File: src/hdl/usb_in_ep_defs.svh
// register offsets, field positions and reset values of the in endpoint descriptor
`ifndef USB_IN_EP_DEFS_SVH
`define USB_IN_EP_DEFS_SVH
`define IEP_OFS_SIZE    8'h00
`define IEP_OFS_XBASE   8'h04
`define IEP_OFS_SETUP   8'h08
`define IEP_OFS_YBASE   8'h0C
`define IEP_OFS_XCOUNT  8'h10
`define IEP_OFS_YCOUNT  8'h14
`define IEP_OFS_STATUS  8'h18
`define IEP_OFS_MASK    8'h1C
`define IEP_BIT_ON      7
`define IEP_BIT_ISO     6
`define IEP_BIT_TOGGLE  5
`define IEP_BIT_OVERRUN 5
`define IEP_BIT_DUAL    4
`define IEP_BIT_STALL   3
`define IEP_BIT_IRQ_ON  2
`define IEP_BIT_EMPTY   7
`define IEP_ST_DONE     0
`define IEP_ST_OVERRUN  1
`define IEP_ST_STALL    2
`define IEP_UNIT_SHIFT  3
`define IEP_RST_BYTE    8'h00
`define IEP_RST_IRQ     3'h0
`endif

File: src/hdl/usb_in_ep_pkg.sv
// types shared by the in endpoint descriptor logic
package usb_in_ep_pkg;
  typedef enum logic [0:0] {
    ST_IDLE     = 1'b0,
    ST_WAIT_ACK = 1'b1
  } ep_state_t;
endpackage

File: src/hdl/usb_in_endpoint_descriptor.sv
// in endpoint descriptor registers and buffer manager decisions behind an apb slave
// Functional notes
// - buffer length in bytes is the size byte times eight
// - one size byte gives x and y buffers the same length
// - x start address is 11 bits, start byte gives bits 10 to 3
// - low three start address bits are zero, buffers on 8-byte boundaries
// - setup bit 7 enables the endpoint, zero disables it
// - setup tokens are accepted whatever the enable bit says
// - setup bit 6 selects isochronous mode and remaps bits 5 to 0
// - bit 5 toggles after each acknowledged data stage, picks DATA0 or DATA1
// - bit 4 selects double buffering, otherwise only x buffer used
// - bit 3 set makes every transaction answer with stall; here setup tokens are still accepted
// - bit 2 lets the endpoint interrupt reach the processor
// - bits 1 and 0 are stored but have no effect in non-iso mode
// - iso mode: buffer overflow sets bit 5, diagnostic only
// - overflow flag stays set until software writes it to zero
// - iso mode: bits 4 to 0 give bytes per sample, code plus one
// - 7-bit count is bytes, or samples times bytes per sample in iso
// - iso endpoints never nack and ignore the buffer empty flag
//
// The implementer's own choices: register access over APB and the placing of the registers.
`timescale 1ns/1ps
`include "usb_in_ep_defs.svh"

module usb_in_endpoint_descriptor #(
  parameter int APB_AW = 8
) (
  input  wire logic              i_clk_sys,
  input  wire logic              i_rstn,
  input  wire logic              i_ce,
  input  wire logic [APB_AW-1:0] i_paddr,
  input  wire logic              i_psel,
  input  wire logic              i_penable,
  input  wire logic              i_pwrite,
  input  wire logic [31:0]       i_pwdata,
  input  wire logic [3:0]        i_pstrb,
  output logic [31:0]            o_prdata,
  output logic                   o_pready,
  output logic                   o_pslverr,
  input  wire logic              i_in_token,
  input  wire logic              i_setup_token,
  input  wire logic              i_in_ack,
  input  wire logic              i_iso_overflow,
  output logic                   o_send_data,
  output logic                   o_send_nack,
  output logic                   o_send_stall,
  output logic                   o_setup_accept,
  output logic                   o_data1,
  output logic                   o_buf_is_y,
  output logic [10:0]            o_buf_start,
  output logic [10:0]            o_buf_length,
  output logic [11:0]            o_tx_bytes,
  output logic                   o_irq
);

  // elaboration check: the map needs at least five address bits
  if (APB_AW < 5) begin : g_bad_aw
    $error("apb address width too small");
  end

  // operating notes for whoever integrates this endpoint
  // - every descriptor byte sits in bits 7:0 of its own aligned word
  // - only byte lane 0 carries data; a write with that strobe low is dropped
  // - an unmapped offset answers with pslverr, reads zero and drops writes
  // - read data is loaded in the setup phase and stands until the next read
  // - pready follows the clock enable, so a running block adds no wait state
  // - with the clock enable low every flop holds, response strobes included
  // - a strobe held by a frozen enable therefore stands for more than a cycle
  // - the token, ack and overflow inputs come from logic on this clock,
  //   so they are taken without synchronising flops
  // - each token gets one strobe on the following edge, except an in token to a disabled endpoint without stall
  // - a setup token wins over an in token arriving in the same cycle
  // - a disabled endpoint stays silent on in tokens unless stall is set
  // - stall outranks everything else on an in token outside iso mode
  // - an ack is ignored unless a data packet is waiting for it
  // - an ack in the same cycle as a token is dropped; the host cannot send both
  // - a retried in token while waiting resends the same buffer and pid
  // - the empty flag of a count byte is set by hardware after an ack
  //   and only software clears it; until then the endpoint answers nack on that buffer
  // - iso endpoints ignore the empty flag, never nack and never wait for ack
  // - iso mode alternates x and y on every in token it answers; the dual bit is sample size
  // - iso packets always carry the data0 pid
  // - the overflow flag lives in the setup byte itself; in iso mode a write
  //   can only clear it, never set it; only the write that enters iso mode can set it
  // - an overflow in the same cycle as a clearing write leaves the flag set
  // - hardware toggle and empty updates likewise win over same-cycle writes
  // - switching between iso and bulk mode reinterprets the stored low bits, so
  //   software should rewrite the whole setup byte when it changes mode
  // - clearing the enable bit returns the buffer choice to x and goes idle
  // - buffer length is the size byte times eight and is shared by x and y
  // - start addresses are eleven bits with three zero low bits
  // - the block does not check that buffers fit or stay apart; software must
  // - the transmit length is at most 127 samples of 32 bytes, so 12 bits do
  // - interrupt status bits: done, overflow and stall sent, all write one
  //   to clear, with a mask register of the same layout
  // - the done bit also needs the endpoint irq enable outside iso mode
  // - the interrupt output is a level, high while an unmasked bit is set

  // descriptor and control state
  logic [7:0]                size_byte;
  logic [7:0]                x_start_byte;
  logic [7:0]                y_start_byte;
  logic [7:0]                setup_byte;
  logic [7:0]                x_count_byte;
  logic [7:0]                y_count_byte;
  logic [2:0]                irq_status;
  logic [2:0]                irq_mask;
  logic                      buf_sel;
  usb_in_ep_pkg::ep_state_t  state;
  logic [31:0]               rd_data;
  logic                      send_p;
  logic                      nack_p;
  logic                      stall_p;
  logic                      setup_p;
  logic                      data1_q;
  logic                      is_y_q;
  logic [10:0]               start_q;
  logic [11:0]               bytes_q;

  // next values
  logic [7:0]                next_size_byte;
  logic [7:0]                next_x_start_byte;
  logic [7:0]                next_y_start_byte;
  logic [7:0]                next_setup_byte;
  logic [7:0]                next_x_count_byte;
  logic [7:0]                next_y_count_byte;
  logic [2:0]                next_irq_status;
  logic [2:0]                next_irq_mask;
  logic                      next_buf_sel;
  usb_in_ep_pkg::ep_state_t  next_state;
  logic [31:0]               next_rd_data;
  logic                      next_send_p;
  logic                      next_nack_p;
  logic                      next_stall_p;
  logic                      next_setup_p;
  logic                      next_data1_q;
  logic                      next_is_y_q;
  logic [10:0]               next_start_q;
  logic [11:0]               next_bytes_q;

  // decoded fields
  logic                      ep_on;
  logic                      iso_mode;
  logic                      stall_on;
  logic                      dual_on;
  logic [4:0]                sample_frame_bytes;
  logic [7:0]                cur_count;
  logic [11:0]               cur_bytes;
  logic [10:0]               cur_start;
  logic                      addr_hit;
  logic                      wr_en;
  logic [7:0]                wbyte;
  logic [7:0]                offset;
  logic [2:0]                irq_gate;

  assign offset   = 8'(i_paddr);
  assign wbyte    = i_pstrb[0] ? i_pwdata[7:0] : 8'h00;
  assign wr_en    = i_psel && i_penable && i_pwrite && i_pstrb[0];

  assign ep_on              = setup_byte[`IEP_BIT_ON];
  assign iso_mode           = setup_byte[`IEP_BIT_ISO];
  assign stall_on           = !iso_mode && setup_byte[`IEP_BIT_STALL];
  assign dual_on            = !iso_mode && setup_byte[`IEP_BIT_DUAL];
  // bits 1 and 0 are only stored; nothing reads them outside iso mode
  assign sample_frame_bytes = setup_byte[4:0];

  // buffer of the current transaction and its length
  assign cur_count = buf_sel ? y_count_byte : x_count_byte;
  assign cur_start = buf_sel ? {y_start_byte, 3'h0} : {x_start_byte, 3'h0};
  assign cur_bytes = iso_mode ?
                     (12'(cur_count[6:0]) * (12'(sample_frame_bytes) + 12'h001)) :
                     12'(cur_count[6:0]);

  // address decode of the mapped words
  always_comb begin
    unique case (offset)
      `IEP_OFS_SIZE,   `IEP_OFS_XBASE,  `IEP_OFS_SETUP,
      `IEP_OFS_YBASE,  `IEP_OFS_XCOUNT, `IEP_OFS_YCOUNT,
      `IEP_OFS_STATUS, `IEP_OFS_MASK:  addr_hit = 1'b1;
      default:                         addr_hit = 1'b0;
    endcase
  end

  // next state of registers, buffer manager and response strobes
  always_comb begin
    next_size_byte    = size_byte;
    next_x_start_byte = x_start_byte;
    next_y_start_byte = y_start_byte;
    next_setup_byte   = setup_byte;
    next_x_count_byte = x_count_byte;
    next_y_count_byte = y_count_byte;
    next_irq_status   = irq_status;
    next_irq_mask     = irq_mask;
    next_buf_sel      = buf_sel;
    next_state        = state;
    next_rd_data      = rd_data;
    next_send_p       = 1'b0;
    next_nack_p       = 1'b0;
    next_stall_p      = 1'b0;
    next_setup_p      = 1'b0;
    next_data1_q      = data1_q;
    next_is_y_q       = is_y_q;
    next_start_q      = start_q;
    next_bytes_q      = bytes_q;

    // read data captured in the setup phase
    if (i_psel && !i_penable && !i_pwrite) begin
      unique case (offset)
        `IEP_OFS_SIZE:   next_rd_data = {24'h000000, size_byte};
        `IEP_OFS_XBASE:  next_rd_data = {24'h000000, x_start_byte};
        `IEP_OFS_SETUP:  next_rd_data = {24'h000000, setup_byte};
        `IEP_OFS_YBASE:  next_rd_data = {24'h000000, y_start_byte};
        `IEP_OFS_XCOUNT: next_rd_data = {24'h000000, x_count_byte};
        `IEP_OFS_YCOUNT: next_rd_data = {24'h000000, y_count_byte};
        `IEP_OFS_STATUS: next_rd_data = {29'h00000000, irq_status};
        `IEP_OFS_MASK:   next_rd_data = {29'h00000000, irq_mask};
        default:         next_rd_data = 32'h00000000;
      endcase
    end

    // software writes, hardware events below take priority
    if (wr_en) begin
      unique case (offset)
        `IEP_OFS_SIZE:   next_size_byte    = wbyte;
        `IEP_OFS_XBASE:  next_x_start_byte = wbyte;
        `IEP_OFS_YBASE:  next_y_start_byte = wbyte;
        `IEP_OFS_XCOUNT: next_x_count_byte = wbyte;
        `IEP_OFS_YCOUNT: next_y_count_byte = wbyte;
        `IEP_OFS_MASK:   next_irq_mask     = wbyte[2:0];
        `IEP_OFS_STATUS: next_irq_status   = irq_status & ~wbyte[2:0];
        `IEP_OFS_SETUP: begin
          next_setup_byte = wbyte;
          if (iso_mode) begin
            // overflow flag may only be cleared by a zero write
            next_setup_byte[`IEP_BIT_OVERRUN] =
              setup_byte[`IEP_BIT_OVERRUN] & wbyte[`IEP_BIT_OVERRUN];
          end
        end
        default: ;
      endcase
    end

    // setup token never depends on enable
    if (i_setup_token) begin
      next_setup_p = 1'b1;
      next_state   = usb_in_ep_pkg::ST_IDLE;
    end else if (i_in_token) begin
      if (stall_on) begin
        next_stall_p                  = 1'b1;
        next_irq_status[`IEP_ST_STALL] = 1'b1;
      end else if (ep_on) begin
        if (iso_mode) begin
          // iso: always send, alternate buffers, never nack
          next_send_p  = 1'b1;
          next_data1_q = 1'b0;
          next_is_y_q  = buf_sel;
          next_start_q = cur_start;
          next_bytes_q = cur_bytes;
          next_buf_sel = !buf_sel;
        end else if (cur_count[`IEP_BIT_EMPTY]) begin
          next_nack_p = 1'b1;
        end else begin
          next_send_p  = 1'b1;
          next_data1_q = setup_byte[`IEP_BIT_TOGGLE];
          next_is_y_q  = buf_sel;
          next_start_q = cur_start;
          next_bytes_q = cur_bytes;
          next_state   = usb_in_ep_pkg::ST_WAIT_ACK;
        end
      end
    end

    // acknowledged data stage closes the buffer
    if (i_in_ack && !i_setup_token && !i_in_token &&
        state == usb_in_ep_pkg::ST_WAIT_ACK && !iso_mode) begin
      next_setup_byte[`IEP_BIT_TOGGLE] = !setup_byte[`IEP_BIT_TOGGLE];
      if (buf_sel) begin
        next_y_count_byte[`IEP_BIT_EMPTY] = 1'b1;
      end else begin
        next_x_count_byte[`IEP_BIT_EMPTY] = 1'b1;
      end
      next_irq_status[`IEP_ST_DONE] = 1'b1;
      next_buf_sel = dual_on ? !buf_sel : 1'b0;
      next_state   = usb_in_ep_pkg::ST_IDLE;
    end

    // overflow marks the flag, set wins over a clearing write
    if (iso_mode && i_iso_overflow) begin
      next_setup_byte[`IEP_BIT_OVERRUN] = 1'b1;
      next_irq_status[`IEP_ST_OVERRUN]  = 1'b1;
    end

    // disabled endpoint restarts on the x buffer
    if (!next_setup_byte[`IEP_BIT_ON]) begin
      next_buf_sel = 1'b0;
      next_state   = usb_in_ep_pkg::ST_IDLE;
    end
  end

  // registers, frozen while the clock enable is low
  always_ff @(posedge i_clk_sys) begin
    if (!i_rstn) begin
      size_byte    <= `IEP_RST_BYTE;
      x_start_byte <= `IEP_RST_BYTE;
      y_start_byte <= `IEP_RST_BYTE;
      setup_byte   <= `IEP_RST_BYTE;
      x_count_byte <= `IEP_RST_BYTE;
      y_count_byte <= `IEP_RST_BYTE;
      irq_status   <= `IEP_RST_IRQ;
      irq_mask     <= `IEP_RST_IRQ;
      buf_sel      <= 1'b0;
      state        <= usb_in_ep_pkg::ST_IDLE;
      rd_data      <= 32'h00000000;
      send_p       <= 1'b0;
      nack_p       <= 1'b0;
      stall_p      <= 1'b0;
      setup_p      <= 1'b0;
      data1_q      <= 1'b0;
      is_y_q       <= 1'b0;
      start_q      <= 11'h000;
      bytes_q      <= 12'h000;
    end else if (i_ce) begin
      size_byte    <= next_size_byte;
      x_start_byte <= next_x_start_byte;
      y_start_byte <= next_y_start_byte;
      setup_byte   <= next_setup_byte;
      x_count_byte <= next_x_count_byte;
      y_count_byte <= next_y_count_byte;
      irq_status   <= next_irq_status;
      irq_mask     <= next_irq_mask;
      buf_sel      <= next_buf_sel;
      state        <= next_state;
      rd_data      <= next_rd_data;
      send_p       <= next_send_p;
      nack_p       <= next_nack_p;
      stall_p      <= next_stall_p;
      setup_p      <= next_setup_p;
      data1_q      <= next_data1_q;
      is_y_q       <= next_is_y_q;
      start_q      <= next_start_q;
      bytes_q      <= next_bytes_q;
    end
  end

  // done interrupt only passes with the endpoint irq enable in non-iso mode
  assign irq_gate = {1'b1, 1'b1, iso_mode | setup_byte[`IEP_BIT_IRQ_ON]};

  // per-bit pending: status set, unmasked and gate open
  logic [2:0]                irq_pend;
  for (genvar b = 0; b < 3; b++) begin : g_irq_bit
    assign irq_pend[b] = irq_status[b] & irq_mask[b] & irq_gate[b];
  end

  // apb answer, zero wait unless frozen
  assign o_pready  = i_ce;
  assign o_pslverr = i_psel && i_penable && !addr_hit;
  assign o_prdata  = rd_data;

  // buffer manager outputs
  assign o_send_data    = send_p;
  assign o_send_nack    = nack_p;
  assign o_send_stall   = stall_p;
  assign o_setup_accept = setup_p;
  assign o_data1        = data1_q;
  assign o_buf_is_y     = is_y_q;
  assign o_buf_start    = start_q;
  assign o_buf_length   = {size_byte, 3'h0};
  assign o_tx_bytes     = bytes_q;
  assign o_irq          = |irq_pend;

endmodule // usb_in_endpoint_descriptor

File: config.mk
export PLATFORM = sky130hd
export DESIGN_NAME = usb_in_endpoint_descriptor
export DESIGN_NICKNAME = d
export VERILOG_FILES = /design/src/hdl/usb_in_ep_pkg.sv /design/src/hdl/usb_in_endpoint_descriptor.sv
export VERILOG_INCLUDE_DIRS = /design/src /design/src/hdl
export SDC_FILE = /design/constraint.sdc
export NUM_CORES = 1
export LEC_CHECK = 0
export ABC_AREA = 1
export BUFFER_PORTS_ARGS = -buffer_cell sky130_fd_sc_hd__buf_4
export CORE_UTILIZATION = 40
export CTS_CLUSTER_DIAMETER = 150
export CTS_CLUSTER_SIZE = 14
export DETAILED_ROUTE_END_ITERATION = 7
export GPL_TIMING_DRIVEN = 0
export PLACE_DENSITY = 0.66
export SETUP_SLACK_MARGIN = 0.05
export SYNTH_ARGS = -nofsm -noshare
export SYNTH_HDL_FRONTEND = slang
export SYNTH_SLANG_ARGS = --single-unit
File: constraint.sdc
create_clock -name i_clk_sys -period 4.8 [get_ports i_clk_sys]
set_input_delay 0.24 -clock i_clk_sys [delete_from_list [all_inputs] [get_ports i_clk_sys]]
set_output_delay 0.24 -clock i_clk_sys [all_outputs]
set_load 0.01 [all_outputs]
== Word-level counts from Yosys, hierarchy flattened ==
Memories as Yosys holds them, arrays and structs flattened.
Cells that the tools add are included.
W data, S select, Z words.
Operators by class
  add/subtract/negate cells: 1
  bitwise gates (word level): 10
  equality and inequality tests: 18
  mux-type cells: 66
  multiply operators: 1
  reductions and logical operators: 44
Operators by type and width (number)
  $mux W8: 8
  $pmux W8 S8: 1
  $mux W1: 49
  $mux W12: 3
  $mux W11: 3
  $eq A8 B5 Y1 const B: 4
  $reduce_and A3 Y1: 10
  $ne A4 B3 Y1 const B: 5
  $reduce_and A6 Y1: 3
  $eq A8 B4 Y1 const B: 2
  $ne A3 B2 Y1 const B: 5
  $logic_and A1 B1 Y1: 13
  $mul A7 B6 Y12: 1
  $eq A8 B3 Y1 const B: 1
  $logic_not A1 Y1: 8
  $logic_not A8 Y1: 1
  $reduce_bool A2 Y1: 4
  $add A5 B1 Y6 const B: 1
  $mux W3: 2
  $reduce_bool A3 Y1: 2
  $and A1 B1 Y1: 5
  $and A3 B3 Y3: 1
  $logic_not A3 Y1: 1
  $not A3 Y3: 1
  5 further kinds: 6
Storage, ports and cells
  register bits after elaboration: 117
  input bits: 54
  word-level logic and storage cells: 166
  output and inout bits: 75
  bits in read-only memories: 32
  memories: 1
Memory list
  (name not given): words 32, bits a word 1, read ports 1, clocked after memory_dff 0, write ports 0, RTL line usb_in_endpoint_descriptor.sv:176  | unique case (offset)

== Depth between registers and ports, before layout ==
  word-level depth: 9
  gate-level depth with buffers: 21
  mapped depth without buffers: 20

== Worst setup path before layout ==
OpenSTA, ideal clock, no wires.
  path type: register to register
  start: register setup_byte[0]
  end: register bytes_q[9] (netlist: o_tx_bytes[9])
  path buffers: 1
  data arrival time: 3.771 ns
  data required time: 4.668 ns
  stages on the path, launching flop included: 20
  slack: 0.897 ns
  period minus slack after synthesis: 3.903 ns
  library setup time: 0.132 ns
  path through: dfxtp_1 -> buf_2 -> nand3_1 -> nand2_1 -> inv_1 -> nor2_1 -> inv_1 -> or2_2 -> fa_1 -> fa_1 -> fa_1 -> inv_1 -> ha_1 -> nand2_1 -> o21ai_0 -> nand2_1 -> nand2_1 -> a21oi_1 -> o21ai_0 -> a21oi_1
Between the ends
  word-level cells in the longest chain between the ends: 5
Ends and longest elaborated chain
  start, declared: RTL line usb_in_endpoint_descriptor.sv:103  | logic [7:0] setup_byte;
  start signal, assigned: RTL line usb_in_endpoint_descriptor.sv:306  | setup_byte <= `IEP_RST_BYTE;
  start signal, assigned: RTL line usb_in_endpoint_descriptor.sv:326  | setup_byte <= next_setup_byte;
  $add A5 B1 Y6 (*): RTL line usb_in_endpoint_descriptor.sv:171  | (12'(cur_count[6:0]) * (12'(sample_frame_bytes) + 12'h001)) :
  $mul A7 B6 Y12 (*): RTL line usb_in_endpoint_descriptor.sv:171
  $mux W12 (*): RTL line usb_in_endpoint_descriptor.sv:170  | assign cur_bytes = iso_mode ?
  $mux W12: RTL line usb_in_endpoint_descriptor.sv:260  | end else if (cur_count[`IEP_BIT_EMPTY]) begin
  $mux W12 (*): RTL line usb_in_endpoint_descriptor.sv:252  | if (iso_mode) begin
  end signal, assigned: RTL line usb_in_endpoint_descriptor.sv:341  | bytes_q <= next_bytes_q;
  end, declared: RTL line usb_in_endpoint_descriptor.sv:118  | logic [11:0] bytes_q;
Every way passes the cells marked *; elsewhere a longest branch is shown, timed or not. The select of a mux whose other input is x is not followed.
A chain may end at the register's enable or synchronous reset.

== Worst setup path after layout ==
  start: register buf_sel
  end: register bytes_q[9] (netlist: o_tx_bytes[9])
Between the ends
  word-level cells in the longest chain between the ends: 5
  elaborated cells on any way between the ends: 7
  classes of those cells: mul (1); eq/ne (1); mux (4); reduce/logical (1)
Ends and longest elaborated chain
  start, declared: RTL line usb_in_endpoint_descriptor.sv:108  | logic buf_sel;
  start signal, assigned: RTL line usb_in_endpoint_descriptor.sv:331  | buf_sel <= next_buf_sel;
  $mux W8 (*): RTL line usb_in_endpoint_descriptor.sv:168  | assign cur_count = buf_sel ? y_count_byte : x_count_byte;
  $mul A7 B6 Y12: RTL line usb_in_endpoint_descriptor.sv:171
  $mux W12: RTL line usb_in_endpoint_descriptor.sv:170
  $mux W12: RTL line usb_in_endpoint_descriptor.sv:260
  $mux W12: RTL line usb_in_endpoint_descriptor.sv:252
Marked as above.

==> out/summary.txt <==
EDFF count, synth - 0
syn avg cell area - 7.11 sq um
Rows - 43
Sw Pwr - 0.373 mW
DRT Pass-1 Iters - 5
Setup Skew - 0.00429 ns
CP Launch Type - flip-flop
Worst Hold Depth - 2
post-synthesis sequential area ratio - 31.1%
die width - 122 microns
fill count - 1,490
endpoints failing setup - 0
setup_tns - 0 ns
DRT antenna net count - 0
Worst Tran Pin Value - 0.738 ns
Distinct cells, synth - 46
Net Sw Frac - 23.0%
CTS resizes - 0
status - completed
clk sinks - 90
Clk network pwr share - 45.7%
CTS Buf Count - 9
# DRC - 0
Slew HR - 50.3%
core area - 14,000 sq um
hold_ws - 0.171 ns
Max Slew Vio Count - 0
Comb pwr share - 8.2%
register area - 1800 sq um
endpoints failing hold - 0
Layout area overhead - 19.9%
Tmin final - 4.38 ns
FF+latch count, synth - 90
Critical Path AT - 4.66 ns
Initial Utilization - 41.4%
die area - 14,900 sq um
H-tree levels - 3
Hold Path Class - primary input to flip-flop
max_cap viols - 0
Final Cycle Share - 91.2%
sequential share of power - 46.1%
pin count of the biggest net entering global routing - 14
Vias - 5,542
Syn Std Cell Area - 5790 sq um
postcts setup bufs - 0
post-DP HPWL - 12,900 microns
dpl cell area - 6630 sq um
initial antenna violation count - 0
initial drt markers - 523
vias in the first global route - 5,080
Port Buf Inserts - 68
CTS tree - yes
Wirelength per Cell - 15.1 microns
unrepaired setup endpoints after global routing - no
Post-CTS Hold Buffers - 0
nets - 1,017
total power - 1.62 mW
Synth Instances - 814
gr usage total - 23.2%
Int Pwr - 1.25 mW
power per cell area - 234 nW/um^2
most common cell after layout, fill and taps aside - nand2_1
Multi-input gate area - 3280 sq um
die height - 122 microns
Max Clk Rate - 228 MHz
Reg clk slew, reported paths - 0.06 ns
Synth async-reset ratio - 0%
first-pass GRT wire length - 26,200 microns
final global-route overflow total - 0
final antenna diode count - 0
layout cells sized above 1 - 19.2%
maximum root-to-sink buffer count - 2
data required time of the worst path - 5.08 ns
vias per cell - 5.01
worst-path fanout max - 10
clk_lat worst skew - 0.35 ns
Static Leakage - 3.35 nW
I/O pins - 129
WL final - 16,700 microns
cell area after layout - 6940 sq um
R2R cell count - 19
Synth Warn # - 0
GPL Wtd Cong - 0.960
clk root buf - clkbuf_16
Max VDD drop - 0.000140 V
main flop type after synthesis - dfxtp_1
most frequent cells in the layout - 178 x nand2_1, 105 x buf_4, 96 x inv_1
Crit. End Element - flip-flop
CP Class - flip-flop to flip-flop
==> cell usage after synthesis, types with 2 or more instances <==
library cell  instances  share of area [%]
buf_2                 6               0.52
buf_6                 3               0.58
fa_1                 20                6.9
nor2_1               71                4.6
nand2_1             178                 12
o21ai_1              22                1.9
nor2_4                6                1.2
dfxtp_1              90                 31
a21oi_1              73                6.3
mux2i_1               2               0.35
o21ai_0              69                6.0
clkinv_2              2               0.17
inv_2                 9               0.58
clkbuf_1             12               0.78
ha_1                 21                4.5
nand3b_1              2               0.26
xor2_1                2               0.30
nand3_1              31                2.7
buf_4                37                4.8
inv_1                96                6.2
o211ai_1              2               0.26
a211oi_1              2               0.26
a22oi_1               2               0.26
a21oi_2               8                1.2
o21ai_2               5               0.76
or2_2                 4               0.43
nand2_2               4               0.43
nand4_1               3               0.32
nand2_4               3               0.58
nor2_8                2               0.69
a31oi_1              11                1.2
nand3_2               2               0.35
==> final cells by class <==
cell class | instances | share of cell area [%]
multi-input cells | 586 | 47.3
flip-flops and latches | 90 | 26.0
repair buffers | 68 | 7.36
inverters | 108 | 5.95
plain buffers | 59 | 5.79
clock buffers | 12 | 3.41
well taps | 180 | 3.25
clock inverters | 3 | 0.938
==> stage by stage <==
step | setup slack (ns) | util, % | instances
global route | 0.0663 | 49.6 | 1106
global placement | 0.241 | 47.4 | 1091
CTS | 0.224 | 49.6 | 1106
floorplan | 0.897 | - | 843
finish | 0.422 | 49.6 | 1106
detailed placement | 0.255 | 47.4 | 1091
==> kinds of logic after synthesis <==
| kind of cell | after synthesis | synth area share [%] |
|---|---|---|
| muxes | 2 | 0.346 |
| xor gates and xnor gates | 3 | 0.454 |
| buffers and inverters | 167 | 14.1 |
| adders and majority gates | 41 | 11.5 |
| AOI/OAI and AO/OA | 195 | 18.3 |
| and+or+nand+nor | 315 | 24.2 |
| other | 1 | 0.0648 |
| DFF | 90 | 31.1 |
==> power groups by stage <==
| stage | Sequential [mW] | Combinational, mW | Clock, mW |
|---|---|---|---|
| 2_1_floorplan | 0.765 | 0.0842 | 0 |
| 3_3_place_gp | 0.765 | 0.129 | 0 |
| 3_5_place_dp | 0.765 | 0.130 | 0 |
| 4_1_cts | 0.748 | 0.130 | 0.750 |
| 5_1_grt | 0.748 | 0.144 | 0.781 |
| 6_report | 0.748 | 0.132 | 0.741 |
==> path summary, 6_finish.rpt <==
kind | start | endpoint | slack (ns)
max | buf_sel | o_tx_bytes[9] | 0.42
min | i_ce | state | 0.17
max reg2reg | buf_sel | o_tx_bytes[9] | 0.42
min reg2reg | o_prdata[2] | o_prdata[2] | 0.46
==> sequential cells by signal, summed over array words and instances, names as in the netlist, 3 cells and up <==
| signal | flops |
|---|---|
| size_byte | 8 |
| irq_mask | 3 |
| y_count_byte | 8 |
| o_prdata | 8 |
| o_tx_bytes | 12 |
| x_start_byte | 8 |
| y_start_byte | 8 |
| x_count_byte | 8 |
| irq_status | 3 |
| setup_byte | 8 |
| o_buf_start | 8 |
==> worst max-delay path, cell delays in order, from the launching register on <==
cell     delay, ns
dfxtp_1       0.37
buf_4         0.20
buf_2         0.28
nand2_1       0.08
o21ai_0       0.22
inv_1         0.22
nor2_1        0.21
fa_1          0.44
fa_1          0.55
inv_1         0.05
fa_1          0.53
inv_1         0.05
ha_1          0.34
a21oi_1       0.17
o21ai_2       0.11
nand2_1       0.07
nand2_1       0.06
a21oi_1       0.12
o21ai_0       0.10
a21oi_1       0.12
==> metal layers <==
metal	up-vias	track usage (%)	share of wire (%)	wire length, microns
met5	-	0	0	0
met3	16	5.90	8.7	1460
met2	220	35.0	44	7290
met1	2529	32.3	46	7690
li1	2777	-	-	-
met4	0	7.32	1.4	236
No activity file was read; power rests on OpenSTA's default activity.
